$ cat src/dpc_pkg.sv
// Package of constants and types for the debug port control and status registers
// Behaviour
// RULE1: Control/status bit 31 reads the synchronised system power-up acknowledge level.
// RULE2: Control/status bit 30, reset 0, drives the system power-up request output.
// RULE3: Control/status bit 29 reads the synchronised debug power-up acknowledge level.
// RULE4: Control/status bit 28, reset 0, drives the debug power-up request output.
// RULE5: Control/status bit 27 reads the synchronised debug reset acknowledge level.
// RULE6: Control/status bit 26, reset 0, drives the debug reset request output.
// RULE7: Error mode bit 24 set stops port errors from setting the sticky error flag.
// RULE8: Serial wire only: bit 7 sets on write data phase error or dropped write.
// RULE9: Write data error flag clears only by abort write data error clear.
// RULE10: Serial wire only: bit 6 follows whether the last read response was OK.
// RULE11: In JTAG variant bits 7 and 6 are reserved and read zero.
// RULE12: Sticky error bit 5 sets on port error while error mode is 0.
// RULE13: JTAG clears sticky error by W1C or abort; serial wire only by abort.
// RULE14: Control/status bit 0 enables overrun detection.
// RULE15: Sticky overrun bit 1 sets on overrun while detection is enabled.
// RULE16: JTAG clears sticky overrun by W1C or abort; serial wire only by abort.
// RULE17: Link control register exists only in serial wire variant, else reads zero.
// RULE18: Turnaround field 9:8 gives 1 to 4 link data periods of turnaround.
// RULE19: Target ident returns tie-off revision, part number, designer; bit 0 reads one.
// RULE20: Debugger picks the bank at offset 0x4 with the select bank field.
// RULE21: Abort bit 4 written one clears the sticky overrun flag.
// RULE22: Acknowledge inputs pass a two-stage synchroniser before being read.
// RULE23: Request outputs hold until rewritten, whatever the acknowledges do.
package dpc_pkg;
    localparam logic [3:0]  CTRL_OFFSET     = 4'h4;
    localparam logic [3:0]  BANK_CTRL       = 4'h0;
    localparam logic [3:0]  BANK_LINK       = 4'h1;
    localparam logic [3:0]  BANK_TARGET     = 4'h2;
    localparam logic [3:0]  BANK_PROTOCOL   = 4'h3;
    localparam int          SYS_ACK_BIT     = 31;
    localparam int          SYS_REQ_BIT     = 30;
    localparam int          DBG_ACK_BIT     = 29;
    localparam int          DBG_REQ_BIT     = 28;
    localparam int          RST_ACK_BIT     = 27;
    localparam int          RST_REQ_BIT     = 26;
    localparam int          ERR_MODE_BIT    = 24;
    localparam int          WDATA_ERR_BIT   = 7;
    localparam int          READ_OK_BIT     = 6;
    localparam int          STICKY_ERR_BIT  = 5;
    localparam int          STICKY_ORUN_BIT = 1;
    localparam int          ORUN_EN_BIT     = 0;
    localparam int          TURN_LSB        = 8;
    localparam int          LINK_RES1_BIT   = 6;
    localparam int          TARGET_ONE_BIT  = 0;
    localparam int          ABORT_ORUN_BIT  = 4;
    localparam int          ABORT_WDE_BIT   = 3;
    localparam int          ABORT_STK_BIT   = 2;
    localparam logic [1:0]  TURN_RESET      = 2'h0;
    localparam logic [31:0] CTRL_RESET      = 32'h0000_0000;
    localparam logic [31:0] LINK_CTRL_RESET = 32'h0000_0040;
    // Protocol version nibble of the link protocol ident
    localparam logic [31:0] PROTOCOL_IDENT  = 32'h0000_0001;

    typedef enum logic [0:0] {
        DPC_TURN_IDLE  = 1'b0,
        DPC_TURN_COUNT = 1'b1
    } dpc_turn_state_t;

    typedef struct packed {
        logic        sys_req;
        logic        dbg_req;
        logic        rst_req;
        logic        err_mode;
        logic        wdata_err;
        logic        read_ok;
        logic        sticky_err;
        logic        sticky_orun;
        logic        orun_en;
        logic [1:0]  turn;
        logic [31:0] rdata;
        logic        rdata_valid;
    } dpc_regs_t;
endpackage

$ cat src/dpc_sync.sv
// Two-flop synchroniser for levels entering the system clock domain
`timescale 1ns/100ps
`default_nettype none
module dpc_sync #(
    parameter int WIDTH = 1
) (
    input  wire logic             clk_sys,
    input  wire logic             rst_n,
    input  wire logic [WIDTH-1:0] d,
    output logic      [WIDTH-1:0] q
);
    typedef struct packed {
        logic [WIDTH-1:0] stage1;
        logic [WIDTH-1:0] stage2;
    } dpc_sync_t;

    dpc_sync_t st;
    dpc_sync_t next_st;

    // First stage feeds only the second
    always_comb begin
        next_st.stage1 = d;
        next_st.stage2 = st.stage1;
    end

    always_ff @(posedge clk_sys or negedge rst_n) begin
        if (!rst_n) begin
            st <= '0;
        end else begin
            st <= next_st;
        end
    end

    assign q = st.stage2;
endmodule
`default_nettype wire

$ cat src/dpc_turnaround.sv
// Turnaround timer counting link clock periods after a start pulse
`timescale 1ns/100ps
`default_nettype none
module dpc_turnaround (
    input  wire logic       clk_sys,
    input  wire logic       rst_n,
    input  wire logic       link_clk_sync,
    input  wire logic       start,
    input  wire logic [1:0] length,
    output logic            active
);
    typedef struct packed {
        dpc_pkg::dpc_turn_state_t state;
        logic [2:0]               left;
        logic                     link_prev;
        logic                     active;
    } dpc_turn_t;

    dpc_turn_t st;
    dpc_turn_t next_st;
    logic      rise;

    assign rise = link_clk_sync && !st.link_prev;

    always_comb begin
        next_st = st;
        next_st.link_prev = link_clk_sync;
        unique case (st.state)
            dpc_pkg::DPC_TURN_IDLE: begin
                if (start) begin
                    // Field value n gives n+1 periods, see RULE18
                    next_st.left   = {1'b0, length} + 3'h1;
                    next_st.state  = dpc_pkg::DPC_TURN_COUNT;
                    next_st.active = 1'b1;
                end
            end
            dpc_pkg::DPC_TURN_COUNT: begin
                if (rise) begin
                    next_st.left = st.left - 3'h1;
                    if (st.left == 3'h1) begin
                        next_st.state  = dpc_pkg::DPC_TURN_IDLE;
                        next_st.active = 1'b0;
                    end
                end
            end
        endcase
    end

    always_ff @(posedge clk_sys or negedge rst_n) begin
        if (!rst_n) begin
            st <= '{dpc_pkg::DPC_TURN_IDLE, 3'h0, 1'b0, 1'b0};
        end else begin
            st <= next_st;
        end
    end

    assign active = st.active;

    a_turn_ends_on_edge: assert property (@(posedge clk_sys) disable iff (!rst_n) // see RULE18
        $fell(st.active) |-> $past(rise))
        else $error("turnaround ended without a link clock edge");
endmodule
`default_nettype wire

$ cat src/dpc_ctrl_status.sv
// Debug port control/status, link control and target ident registers
`timescale 1ns/100ps
`default_nettype none
module dpc_ctrl_status #(
    parameter bit SERIAL_WIRE = 1'b1
) (
    input  wire logic        clk_sys,
    input  wire logic        arst_n,
    input  wire logic        reg_rd,
    input  wire logic        reg_wr,
    input  wire logic [3:0]  reg_addr,
    input  wire logic [31:0] reg_wdata,
    input  wire logic [3:0]  port_bank_select,
    input  wire logic        abort_wr,
    input  wire logic [31:0] abort_wdata,
    input  wire logic        ap_error,
    input  wire logic        overrun_event,
    input  wire logic        write_data_error_event,
    input  wire logic        read_resp_valid,
    input  wire logic        read_resp_ok,
    input  wire logic        system_power_up_ack,
    input  wire logic        debug_power_up_ack,
    input  wire logic        debug_reset_ack,
    input  wire logic [31:0] target_tie,
    input  wire logic        link_clk,
    input  wire logic        turnaround_start,
    output logic             system_power_up_req,
    output logic             debug_power_up_req,
    output logic             debug_reset_req,
    output logic             error_report_mode,
    output logic             overrun_detect_enable,
    output logic [1:0]       turnaround_length,
    output logic             turnaround_active,
    output logic [31:0]      reg_rdata,
    output logic             reg_rdata_valid
);
    ////////////////////////////////////////////////////////////////////////////
    logic [1:0]  rst_pipe;
    logic        rst_n;
    logic [3:0]  pin_sync;
    logic [31:0] target_sync;
    logic        sys_ack;
    logic        dbg_ack;
    logic        rst_ack;
    logic        link_clk_sync;

    always_ff @(posedge clk_sys or negedge arst_n) begin
        if (!arst_n) begin
            rst_pipe <= 2'h0;
        end else begin
            rst_pipe <= {rst_pipe[0], 1'b1};
        end
    end
    assign rst_n = rst_pipe[1];

    // Acks and link clock arrive from other domains, see RULE22
    dpc_sync #(.WIDTH(4)) u_pin_sync (
        .clk_sys (clk_sys),
        .rst_n   (rst_n),
        .d       ({system_power_up_ack, debug_power_up_ack, debug_reset_ack, link_clk}),
        .q       (pin_sync)
    );
    assign {sys_ack, dbg_ack, rst_ack, link_clk_sync} = pin_sync;

    // Tie-offs are static but still cross before use
    dpc_sync #(.WIDTH(32)) u_target_sync (
        .clk_sys (clk_sys),
        .rst_n   (rst_n),
        .d       (target_tie),
        .q       (target_sync)
    );

    ////////////////////////////////////////////////////////////////////////////
    dpc_pkg::dpc_regs_t st;
    dpc_pkg::dpc_regs_t next_st;

    // Only the offset shared by the banked registers lives here, see RULE20
    function automatic logic hits(input logic [3:0] addr, input logic [3:0] bank,
                                  input logic [3:0] want);
        hits = (addr == dpc_pkg::CTRL_OFFSET) && (bank == want);
    endfunction

    logic        wr_ctrl;
    logic        wr_link;
    logic        stk_set;
    logic        stk_clr;
    logic        orun_set;
    logic        orun_clr;
    logic        wde_set;
    logic        wde_clr;
    logic [31:0] ctrl_value;
    logic [31:0] link_value;
    logic [31:0] target_value;

    assign wr_ctrl = reg_wr && hits(reg_addr, port_bank_select, dpc_pkg::BANK_CTRL);
    assign wr_link = reg_wr && hits(reg_addr, port_bank_select, dpc_pkg::BANK_LINK)
                     && SERIAL_WIRE;

    assign stk_set  = ap_error && !st.err_mode; // see RULE7 see RULE12
    assign stk_clr  = (abort_wr && abort_wdata[dpc_pkg::ABORT_STK_BIT])
                      || (!SERIAL_WIRE && wr_ctrl
                          && reg_wdata[dpc_pkg::STICKY_ERR_BIT]); // see RULE13
    assign orun_set = overrun_event && st.orun_en; // see RULE15
    assign orun_clr = (abort_wr && abort_wdata[dpc_pkg::ABORT_ORUN_BIT]) // see RULE21
                      || (!SERIAL_WIRE && wr_ctrl
                          && reg_wdata[dpc_pkg::STICKY_ORUN_BIT]); // see RULE16
    assign wde_set  = SERIAL_WIRE && write_data_error_event; // see RULE8
    assign wde_clr  = abort_wr && abort_wdata[dpc_pkg::ABORT_WDE_BIT]; // see RULE9

    always_comb begin
        ctrl_value = 32'h0000_0000;
        ctrl_value[dpc_pkg::SYS_ACK_BIT]     = sys_ack; // see RULE1
        ctrl_value[dpc_pkg::SYS_REQ_BIT]     = st.sys_req;
        ctrl_value[dpc_pkg::DBG_ACK_BIT]     = dbg_ack; // see RULE3
        ctrl_value[dpc_pkg::DBG_REQ_BIT]     = st.dbg_req;
        ctrl_value[dpc_pkg::RST_ACK_BIT]     = rst_ack; // see RULE5
        ctrl_value[dpc_pkg::RST_REQ_BIT]     = st.rst_req;
        ctrl_value[dpc_pkg::ERR_MODE_BIT]    = st.err_mode;
        ctrl_value[dpc_pkg::WDATA_ERR_BIT]   = st.wdata_err;
        ctrl_value[dpc_pkg::READ_OK_BIT]     = st.read_ok;
        ctrl_value[dpc_pkg::STICKY_ERR_BIT]  = st.sticky_err;
        ctrl_value[dpc_pkg::STICKY_ORUN_BIT] = st.sticky_orun;
        ctrl_value[dpc_pkg::ORUN_EN_BIT]     = st.orun_en;
        link_value = 32'h0000_0000;
        if (SERIAL_WIRE) begin // see RULE17
            link_value = dpc_pkg::LINK_CTRL_RESET;
            link_value[dpc_pkg::TURN_LSB +: 2] = st.turn;
        end
        target_value = target_sync;
        target_value[dpc_pkg::TARGET_ONE_BIT] = 1'b1; // see RULE19
    end

    ////////////////////////////////////////////////////////////////////////////
    always_comb begin
        next_st = st;
        if (wr_ctrl) begin
            // Requests change only on a write, never on an ack, see RULE23
            next_st.sys_req  = reg_wdata[dpc_pkg::SYS_REQ_BIT]; // see RULE2
            next_st.dbg_req  = reg_wdata[dpc_pkg::DBG_REQ_BIT]; // see RULE4
            next_st.rst_req  = reg_wdata[dpc_pkg::RST_REQ_BIT]; // see RULE6
            next_st.err_mode = reg_wdata[dpc_pkg::ERR_MODE_BIT]; // see RULE7
            next_st.orun_en  = reg_wdata[dpc_pkg::ORUN_EN_BIT]; // see RULE14
        end
        if (wr_link) begin
            next_st.turn = reg_wdata[dpc_pkg::TURN_LSB +: 2]; // see RULE18
        end
        // Hardware set wins over a clear in the same cycle
        next_st.sticky_err  = stk_set || (st.sticky_err && !stk_clr);
        next_st.sticky_orun = orun_set || (st.sticky_orun && !orun_clr);
        next_st.wdata_err   = wde_set || (st.wdata_err && !wde_clr);
        if (SERIAL_WIRE && read_resp_valid) begin
            next_st.read_ok = read_resp_ok; // see RULE10
        end
        if (!SERIAL_WIRE) begin // see RULE11
            next_st.wdata_err = 1'b0;
            next_st.read_ok   = 1'b0;
        end
        next_st.rdata_valid = reg_rd;
        if (reg_rd) begin
            if (reg_addr != dpc_pkg::CTRL_OFFSET) begin
                next_st.rdata = 32'h0000_0000;
            end else begin
                unique case (port_bank_select)
                    dpc_pkg::BANK_CTRL:     next_st.rdata = ctrl_value;
                    dpc_pkg::BANK_LINK:     next_st.rdata = link_value;
                    dpc_pkg::BANK_TARGET:   next_st.rdata = target_value;
                    dpc_pkg::BANK_PROTOCOL: next_st.rdata = dpc_pkg::PROTOCOL_IDENT;
                    default:                next_st.rdata = 32'h0000_0000;
                endcase
            end
        end
    end

    always_ff @(posedge clk_sys or negedge rst_n) begin
        if (!rst_n) begin
            st <= '0;
            st.turn <= dpc_pkg::TURN_RESET;
        end else begin
            st <= next_st;
        end
    end

    ////////////////////////////////////////////////////////////////////////////
    logic turn_active;

    // Link clock is sampled, so periods are seen as its rising edges
    dpc_turnaround u_turnaround (
        .clk_sys       (clk_sys),
        .rst_n         (rst_n),
        .link_clk_sync (link_clk_sync),
        .start         (turnaround_start && SERIAL_WIRE),
        .length        (st.turn),
        .active        (turn_active)
    );

    assign system_power_up_req   = st.sys_req;
    assign debug_power_up_req    = st.dbg_req;
    assign debug_reset_req       = st.rst_req;
    assign error_report_mode     = st.err_mode;
    assign overrun_detect_enable = st.orun_en;
    assign turnaround_length     = st.turn;
    assign turnaround_active     = turn_active;
    assign reg_rdata             = st.rdata;
    assign reg_rdata_valid       = st.rdata_valid;

    ////////////////////////////////////////////////////////////////////////////
    a_sys_ack_read: assert property (@(posedge clk_sys) disable iff (!rst_n) // see RULE1
        reg_rd && hits(reg_addr, port_bank_select, dpc_pkg::BANK_CTRL)
        |=> reg_rdata[dpc_pkg::SYS_ACK_BIT] == $past(sys_ack))
        else $error("system ack readback wrong");
    a_sys_req_write: assert property (@(posedge clk_sys) disable iff (!rst_n) // see RULE2
        wr_ctrl |=> system_power_up_req == $past(reg_wdata[dpc_pkg::SYS_REQ_BIT]))
        else $error("system request not taken from write");
    a_dbg_req_write: assert property (@(posedge clk_sys) disable iff (!rst_n) // see RULE4
        wr_ctrl |=> debug_power_up_req == $past(reg_wdata[dpc_pkg::DBG_REQ_BIT]))
        else $error("debug power request not taken from write");
    a_rst_req_write: assert property (@(posedge clk_sys) disable iff (!rst_n) // see RULE6
        wr_ctrl |=> debug_reset_req == $past(reg_wdata[dpc_pkg::RST_REQ_BIT]))
        else $error("debug reset request not taken from write");
    a_req_hold: assert property (@(posedge clk_sys) disable iff (!rst_n) // see RULE23
        !wr_ctrl |=> $stable(system_power_up_req) && $stable(debug_power_up_req)
                     && $stable(debug_reset_req))
        else $error("request changed without a write");
    a_err_mode_block: assert property (@(posedge clk_sys) disable iff (!rst_n) // see RULE7
        st.err_mode && !st.sticky_err |=> !st.sticky_err)
        else $error("sticky error set while error mode is one");
    a_sticky_err_set: assert property (@(posedge clk_sys) disable iff (!rst_n) // see RULE12
        ap_error && !st.err_mode |=> st.sticky_err)
        else $error("sticky error not set by port error");
    a_wde_set: assert property (@(posedge clk_sys) disable iff (!rst_n) // see RULE8
        SERIAL_WIRE && write_data_error_event |=> st.wdata_err)
        else $error("write data error not flagged");
    a_wde_hold: assert property (@(posedge clk_sys) disable iff (!rst_n) // see RULE9
        st.wdata_err && !wde_clr |=> st.wdata_err)
        else $error("write data error cleared without abort");
    a_read_ok_track: assert property (@(posedge clk_sys) disable iff (!rst_n) // see RULE10
        SERIAL_WIRE && read_resp_valid |=> st.read_ok == $past(read_resp_ok))
        else $error("read ok does not follow response");
    a_jtag_zero: assert property (@(posedge clk_sys) disable iff (!rst_n) // see RULE11
        !SERIAL_WIRE |-> !st.wdata_err && !st.read_ok)
        else $error("reserved bits nonzero in jtag variant");
    a_orun_set: assert property (@(posedge clk_sys) disable iff (!rst_n) // see RULE15
        overrun_event && st.orun_en |=> st.sticky_orun)
        else $error("overrun not flagged");
    a_orun_abort: assert property (@(posedge clk_sys) disable iff (!rst_n) // see RULE21
        abort_wr && abort_wdata[dpc_pkg::ABORT_ORUN_BIT] && !orun_set |=> !st.sticky_orun)
        else $error("abort did not clear overrun");
    a_target_one: assert property (@(posedge clk_sys) disable iff (!rst_n) // see RULE19
        reg_rd && hits(reg_addr, port_bank_select, dpc_pkg::BANK_TARGET)
        |=> reg_rdata_valid && reg_rdata[dpc_pkg::TARGET_ONE_BIT])
        else $error("target ident bit 0 not one");
endmodule
`default_nettype wire

$ cat config.mk
export PLATFORM = sky130hd
export DESIGN_NAME = dpc_ctrl_status
export DESIGN_NICKNAME = d
export VERILOG_FILES = /design/src/dpc_pkg.sv /design/src/dpc_sync.sv /design/src/dpc_turnaround.sv /design/src/dpc_ctrl_status.sv
export SDC_FILE = /design/constraint.sdc
export NUM_CORES = 1
export LEC_CHECK = 0
export ABC_AREA = 1
export BUFFER_PORTS_ARGS = -buffer_cell sky130_fd_sc_hd__clkbuf_2
export CELL_PAD_IN_SITES_DETAIL_PLACEMENT = 1
export CELL_PAD_IN_SITES_GLOBAL_PLACEMENT = 1
export CORE_MARGIN = 2
export CORE_UTILIZATION = 35
export DETAILED_ROUTE_END_ITERATION = 10
export PLACE_DENSITY = 0.75
export SLEW_MARGIN = 20
export SYNTH_ARGS = -nofsm -noshare
export SYNTH_HDL_FRONTEND = slang
export SYNTH_HIERARCHICAL = 1
export SYNTH_SLANG_ARGS = --single-unit
export TNS_END_PERCENT = 50
$ cat constraint.sdc
create_clock -name clk_sys -period 8.05 [get_ports clk_sys]
set_input_delay 0.4025 -clock clk_sys [delete_from_list [all_inputs] [get_ports clk_sys]]
set_output_delay 0.4025 -clock clk_sys [all_outputs]
set_load 0.02 [all_outputs]
After elaboration in Yosys (flattened, before gate mapping)

Index checks and enable logic that the tools add are counted.

Memories kept: 0
Bits of input ports: 119
Bits in registers: 124
Memory bits (read-only): 0
RAM bits: 0
Latch bits: 0

Div/mod/pow operators: 0
Reductions and logical operators: 24
$mul: 0
Shifts and indexed selects: 0
Order comparisons: 0
$add $sub $neg: 2
Bitwise gates (word level): 1
Equal/unequal tests: 9
Muxes and demuxes: 10

Operators with widths:

| kind                | number |
|---|---|
| $pmux 32 s4         | 1 |
| $mux 32             | 1 |
| $logic_and 1x1->1   | 13 |
| $eq 4x2->1 const B  | 2 |
| $mux 4              | 2 |
| $pmux 4 s2          | 1 |
| $ne 2x2->1 const B  | 3 |
| $logic_not 1->1     | 5 |
| $eq 4x1->1 const B  | 1 |
| $eq 4x3->1 const B  | 1 |
| $logic_not 4->1     | 1 |
| $mux 1              | 4 |
| $ne 4x3->1 const B  | 1 |
| $add 2x1->3 const B | 1 |
| $eq 3x1->1 const B  | 1 |
| $logic_or 1x1->1    | 3 |
| $reduce_and 3->1    | 1 |
| $sub 3x1->3 const B | 1 |
| $pmux 1 s2          | 1 |
| $reduce_and 2->1    | 1 |
| $not 1->1           | 1 |

Logic depth before layout (Yosys ltp)

Gate-level depths: netlist of run 1.

Depth after elaboration: 4
Depth in mapped cells: 7
Gate-level depth less buffers: 7

Hierarchy

Netlist of run 1, hierarchy kept.

Modules (own cells, without submodules):

| module                    | times used | sequential area each (um^2) | cells each | area each (um^2) |
|---|---|---|---|---|
| dpc_ctrl_status           | 1          | 1,151.1                     | 241        | 2,037.0 |
| dpc_sync at u_target_sync | 1          | 1,601.5                     | 64         | 1,601.5 |
| dpc_turnaround            | 1          | 150.1                       | 43         | 329.1 |
| dpc_sync at u_pin_sync    | 1          | 200.2                       | 8          | 200.2 |

Worst setup path before layout of run 1

No wires, ideal clock.

Path type: input port to flip-flop
From: input port port_bank_select[3]
To: register st (netlist bit reg_rdata[24])
Data required time: 7.984 ns
Cell stages on the path: 7
Library setup time: 0.066 ns
Arrival time: 1.068 ns
Buffers on the path: 2
Setup slack: 6.916 ns
Path through: nor2_4 > buf_6 > nand2_4 > nor2_8 > buf_6 > nand2_1 > nand2_1

Word-level cells in the longest chain between the ends: 3
Elaborated cells on any way between the ends: 6

RTL lines:

| element                            | line                   | RTL |
|---|---|---|
| from (decl)                        | dpc_ctrl_status.sv:13  | `input wire logic [3:0] port_bank_select,` |
| $eq 4x2->1 (tied with other cells) | dpc_ctrl_status.sv:163 | `unique case (port_bank_select)` |
| $pmux 32 s4 (*)                    | dpc_ctrl_status.sv:163 |  |
| $mux 32 (*)                        | dpc_ctrl_status.sv:160 | `if (reg_addr != dpc_pkg::CTRL_OFFSET) begin` |
| to (signal assigned)               | dpc_ctrl_status.sv:179 | `st <= next_st;` |
| to (decl)                          | dpc_ctrl_status.sv:74  | `dpc_pkg::dpc_regs_t st;` |

Mark *: on every way between the ends. The rest lies on a longest branch, timed or not.
A chain may end at the register's enable or synchronous reset.

Worst setup path after layout of run 1

From: input port port_bank_select[0]
To: register st (netlist bit debug_power_up_req)

Word-level cells in the longest chain between the ends: 3

RTL lines:

| element           | line                  | RTL |
|---|---|---|
| $logic_not 4->1   | dpc_ctrl_status.sv:80 | `hits = (addr == dpc_pkg::CTRL_OFFSET) && (bank == want);` |
| $logic_and 1x1->1 | dpc_ctrl_status.sv:80 |  |
| $logic_and 1x1->1 | dpc_ctrl_status.sv:95 | `assign wr_ctrl = reg_wr && hits(reg_addr, port_bank_select, dpc_pkg::BANK_CTRL);` |

Every way passes these cells.

==> results of run 1 <==
==> power breakdown <==
| group | total [mW] | switching, mW | internal, mW |
|---|---|---|---|
| clock | 0.774 | 0.264 | 0.510 |
| sequential | 0.668 | 0.0205 | 0.647 |
| combinational | 0.0954 | 0.0598 | 0.0355 |
==> stage by stage <==
stage               power [mW]  utilization  hold WS, ns  area, um2  std cells
finish                   1.538       0.4698      0.09886       5388        625
global placement        0.7658       0.4154       0.1886       4763        592
detailed placement      0.7772       0.4154       0.1917       4763        592
CTS                      1.560       0.4698      0.07817       5388        625
global route             1.606       0.4698      0.07815       5388        625
floorplan               0.7309            -       0.1069       4118        354
==> registers in the layout, summed over array words and instances (netlist names) <==
signal	count
reg_rdata	32
u_target_sync/next_st	31
u_target_sync/q	31
u_turnaround/st	5
ctrl_value	4
u_pin_sync/next_st	4
u_pin_sync/q	4
rst_pipe	2
turnaround_length	2
debug_power_up_req	1
debug_reset_req	1
error_report_mode	1
overrun_detect_enable	1
reg_rdata_valid	1
system_power_up_req	1
u_turnaround/active	1
==> per-layer routing <==
layer  vias up  wire (um)  GRT usage
met4         0        199    0.07561
met5         -          0          0
met1      1426       4083     0.1957
li1       1341          -          -
met2        73       5174     0.2968
met3        14        373    0.04536
==> cells in the final DEF (no fill, tap or decap), types with 4 or more instances in the layout <==
| cell | count |
|---|---|
| clkbuf_2 | 104 |
| nor2_1 | 9 |
| o21ai_0 | 9 |
| nand2_1 | 134 |
| dfrtp_1 | 121 |
| inv_1 | 11 |
| clkbuf_16 | 17 |
| clkinv_2 | 4 |
| nand3_1 | 37 |
==> cell type report <==
type | instances | area, um2
clock inverters | 11 | 143.9
clock buffers | 21 | 470.5
well taps | 143 | 178.9
multi-input cells | 208 | 947.2
repair buffers | 106 | 538.0
fillers | 1268 | 6080
flip-flops and latches | 122 | 3057
inverters | 14 | 52.55
==> worst max-delay path by stage <==
stage / cells past startpoint / end / startpoint
2_1_floorplan: 0 / ctrl_value[1]$_DFF_PN0_ / rst_pipe[1]$_DFF_PN0_
3_3_place_gp: 6 / debug_power_up_req$_DFFE_PN0P_ / port_bank_select[0]
3_5_place_dp: 6 / debug_power_up_req$_DFFE_PN0P_ / port_bank_select[0]
4_1_cts: 1 / ctrl_value[7]$_DFF_PN0_ / rst_pipe[1]$_DFF_PN0_
5_1_grt: 1 / u_target_sync/next_st[28]$_DFF_PN0_ / rst_pipe[1]$_DFF_PN0_
6_report: 6 / debug_power_up_req$_DFFE_PN0P_ / port_bank_select[0]
==> what timing repair did <==
action / 4_1_cts / 5_1_grt
endpoints found under the hold margin: 2 / 0
setup endpoints to repair: 0 / 0
hold buffers: 1 / 0
==> run metrics, run 1 <==
clk slew on worst S/H paths=about 0.060 ns; most frequent CP cell=nand2_1; reg2reg setup slack=~6.3 ns; Slew headroom=0.3131; Clock Path Buffers=2; share of cells above drive strength 1=0.3112; IO buf count=between 100 and 150; WL per Instance=roughly 16 um; Ys Warns=6; Tmin final=1.869 ns; RSZ-0062 raised after global routing=false; Final Setup Violations=0; post-CTS sizing=0; CP delay by family, top=simple AND/OR/NAND/NOR gates; Skew-Pair Late Insertion Delay=0.41 ns; Max Freq=0.5350 GHz; pin count of the biggest net entering global routing=between 70 and 80; setup TNS=0 ns; Worst Hold Class=input pin to register; GPL Wtd Cong=approximately 0.73; Power Dens Cells=approximately 290 nW/um2; Initial DRC Count=144; CP arrival=around 2.2 ns; vias in the first global route=3203; clock skew=around 0.0076 ns; crit path buf inv count=1; Via Count=2854; post-route ant nets=0; Crit Reg-Reg Startpoint=rst_pipe[1]$_DFF_PN0_; diode count=0; critical path peak fanout=11; Syn-to-layout area delta=30.84%; total grt overflow=0; Worst setup SP type=input pin; Static Leak=between 2 and 3 nW; number of max-cap violations=0; I/O pins=160; worst slew pin tran=just over 1 ns; Vias/cell=roughly 4.6; crit-path cells=clkbuf_2 > nor2_1 > nand2_1 > nor2_2 > nand2_1 > nand2_1; Mapped Avg Cell Area=between 10 and 15 um2; Final Cycle Share=0.2322; cell count after synthesis=approximately 350; post-CTS setup buffer count=0; Setup CP Type=input pin to register; Detailed Route WL=between 9000 and 10000 um; Pins Over Slew Limit=0; chip width=112.5 um; WHS Path Cells=1; Req. time, crit path=8.40 ns; Worst setup EP type=register; Initial Utilization=0.3591; status=complete, no violations; Slowest Stage Delay on Critical Path=0.80 ns; H-tree depth=4; gr usage total=0.1697; Netlist Area Pre-Place=4118 um2; residual DRC count=0; worst vdd ir=0.2270 mV; Post-layout nets=between 500 and 600; slowest stage cell, crit path=nor2_1; reg2reg path depth=1; Fin. Hold Viols=0; # rows=39; Clock Root Buffer=clkbuf_16; initial antenna violation count=0; DP Worst Slack=between 5 and 6 ns; Die Span Y=between 100 and 150 um; Worst Hold End=u_target_sync/next_st[18]$_DFF_PN0_; CTS tree=done; drt first pass iters=4; first-pass GRT wire length=16170 um; Synthesized Nets=476; Post-DP HPWL=around 6600 um; Reg-to-Reg End=reg_rdata[2]$_DFFE_PN0P_; Sink Count=122; core area=11470 um2; TritonCTS Buffers=17; Final Worst Setup Slack=6.181 ns; hold path start=target_tie[18]; die footprint=12650 um2
Power figures use the tool's default switching activity.
==> inputs of run 2 (changes only) <==
Settings changed: ABC_AREA 1 to 0, PLACE_DENSITY 0.75 to 0.73.
Clock period 8.05 ns to 1.9 ns, I/O delays scaled along.
==> run 2 against run 1 <==
Effect of this change:
- clock skew barely moved
- critical path depth fell by 4
- register-to-register slack got worse by 5.8 ns
- via count fell by 4.1%
- count of clock-buffer cells in the layout rose by 2
- clock power rose to 4.5 times the previous value
- setup slack got worse by 5.6 ns
- synthesized area fell by 2.4%
==> run metrics, run 2 <==
status=complete, no violations; Power Dens Cells=approximately 1200 nW/um2; hold slack final=~0.11 ns; RSZ-0062 raised after global routing=false; initial antenna violation count=0; Post-layout nets=about 560; I/O pins=160; final non-filler cell total=between 500 and 600; Skew-Pair Late Insertion Delay=approximately 0.41 ns; Setup CP Type=register to register; Synthesized Nets=roughly 380; vias in the first global route=between 3000 and 4000; post-route ant nets=0; core area=about 11000 um2; placed instance area=~4800 um2; Final Worst Setup Slack=approximately 0.57 ns; Initial DRC Count=60; CP arrival=between 1.5 and 2 ns; Clock Path Buffers=2; Die Span Y=111.2 um; Worst setup EP type=register; diode count=0; Final Setup Violations=0; drt first pass iters=4; first-pass GRT wire length=16220 um; number of max-cap violations=0; Static Leak=approximately 2.9 nW; Clock Root Buffer=clkbuf_16; residual DRC count=0; DP Worst Slack=0.3491 ns; dpl cells=slightly above 500; fin util=0.5233; Req. time, crit path=2.19 ns; most common cell after layout, fill and taps aside=dfrtp_1; Initial Utilization=0.3550; Worst Hold Class=input pin to register; Max Freq=between 0.7 and 0.8 GHz; H-tree depth=4; die footprint=about 12000 um2; Fin. Hold Viols=0; worst vdd ir=0.7256 mV; Syn-to-layout area delta=47.42%; Sink Count=approximately 120; TritonCTS Buffers=17; pin count of the biggest net entering global routing=50; IO buf count=approximately 100; Pins Over Slew Limit=0; post-route cell area=about 6000 um2; share of cells above drive strength 1=0.3669; clock skew=around 0.0079 ns; Mapped Avg Cell Area=around 15 um2; Tmin final=about 1.3 ns; Final Cycle Share=0.6983; max FFs per register=32; most frequent cells in the layout=dfrtp_1, clkbuf_2, dlygate4sd3_1, nand2_1, o2bb2ai_1; clk slew on worst S/H paths=around 0.05 ns; Via Count=about 2700; critical path peak fanout=2; total grt overflow=0; Ys Warns=6; WL per Instance=16.39 um; Worst setup SP type=register; Power, Total=around 7 mW; gr usage total=0.1723; Vias/cell=4.637; Post-DP HPWL=between 5000 and 6000 um; CTS tree=done; Netlist Area Pre-Place=around 4000 um2; cell count after synthesis=261; # rows=39; chip width=about 110 um; GPL Wtd Cong=0.7159; Detailed Route WL=about 9700 um; setup TNS=0 ns
run 2: worst paths after layout:
| path | slack [ns] | from | cells after the start | end |
|---|---|---|---|---|
| worst max-delay path | 0.57 | ctrl_value[6]$_DFFE_PN0P_ | 2 | ctrl_value[6]$_DFFE_PN0P_ |
| worst min-delay path | 0.11 | reg_rd | 2 | reg_rdata_valid$_DFF_PN0_ |
| worst max register to register | 0.57 | ctrl_value[6]$_DFFE_PN0P_ | 2 | ctrl_value[6]$_DFFE_PN0P_ |
| worst min register to register | 0.12 | rst_pipe[1]$_DFF_PN0_ | 0 | u_target_sync/q[12]$_DFF_PN0_ |
| max in group asynchronous | 1.09 | rst_pipe[1]$_DFF_PN0_ | 1 | system_power_up_req$_DFFE_PN0P_ |
| min in group asynchronous | 0.12 | rst_pipe[1]$_DFF_PN0_ | 0 | u_target_sync/q[12]$_DFF_PN0_ |
run 2: power by group:
group          switching [mW]  internal [mW]
Combinational           0.247          0.266
Clock                    1.08           2.42
Sequential             0.0832           2.75
run 2: repair_timing:
action / in CTS / in global routing
resized for setup: 0 / 0
setup buffers: 0 / 0
hold buffers: 53 / 0
hold endpoints to repair: 49 / 0
endpoints found under the setup margin: 0 / 0
run 2: layout make-up:
class                   count  area [um2]
multi-input cells         125       910.9
clock buffers              23       478.0
fillers                  1149        5396
flip-flops and latches    122        3057
clock inverters             8       165.2
repair buffers            164        1116
well taps                 143       178.9
inverters                   5       18.77
run 2: metal layers:
| layer | wire [um] | vias to the layer above | track usage |
|---|---|---|---|
| met5 | 0 | - | 0 |
| met4 | 218 | 0 | 0.08230 |
| met3 | 503 | 15 | 0.05522 |
| met2 | 5200 | 79 | 0.3027 |
| met1 | 3748 | 1393 | 0.1892 |
| li1 | - | 1249 | - |
run 2: worst max-delay path, cell delays in order, from the launching register on:
cell and delay [ns]:
dfrtp_1 0.40, mux2_2 0.26, dlygate4sd3_1 0.55
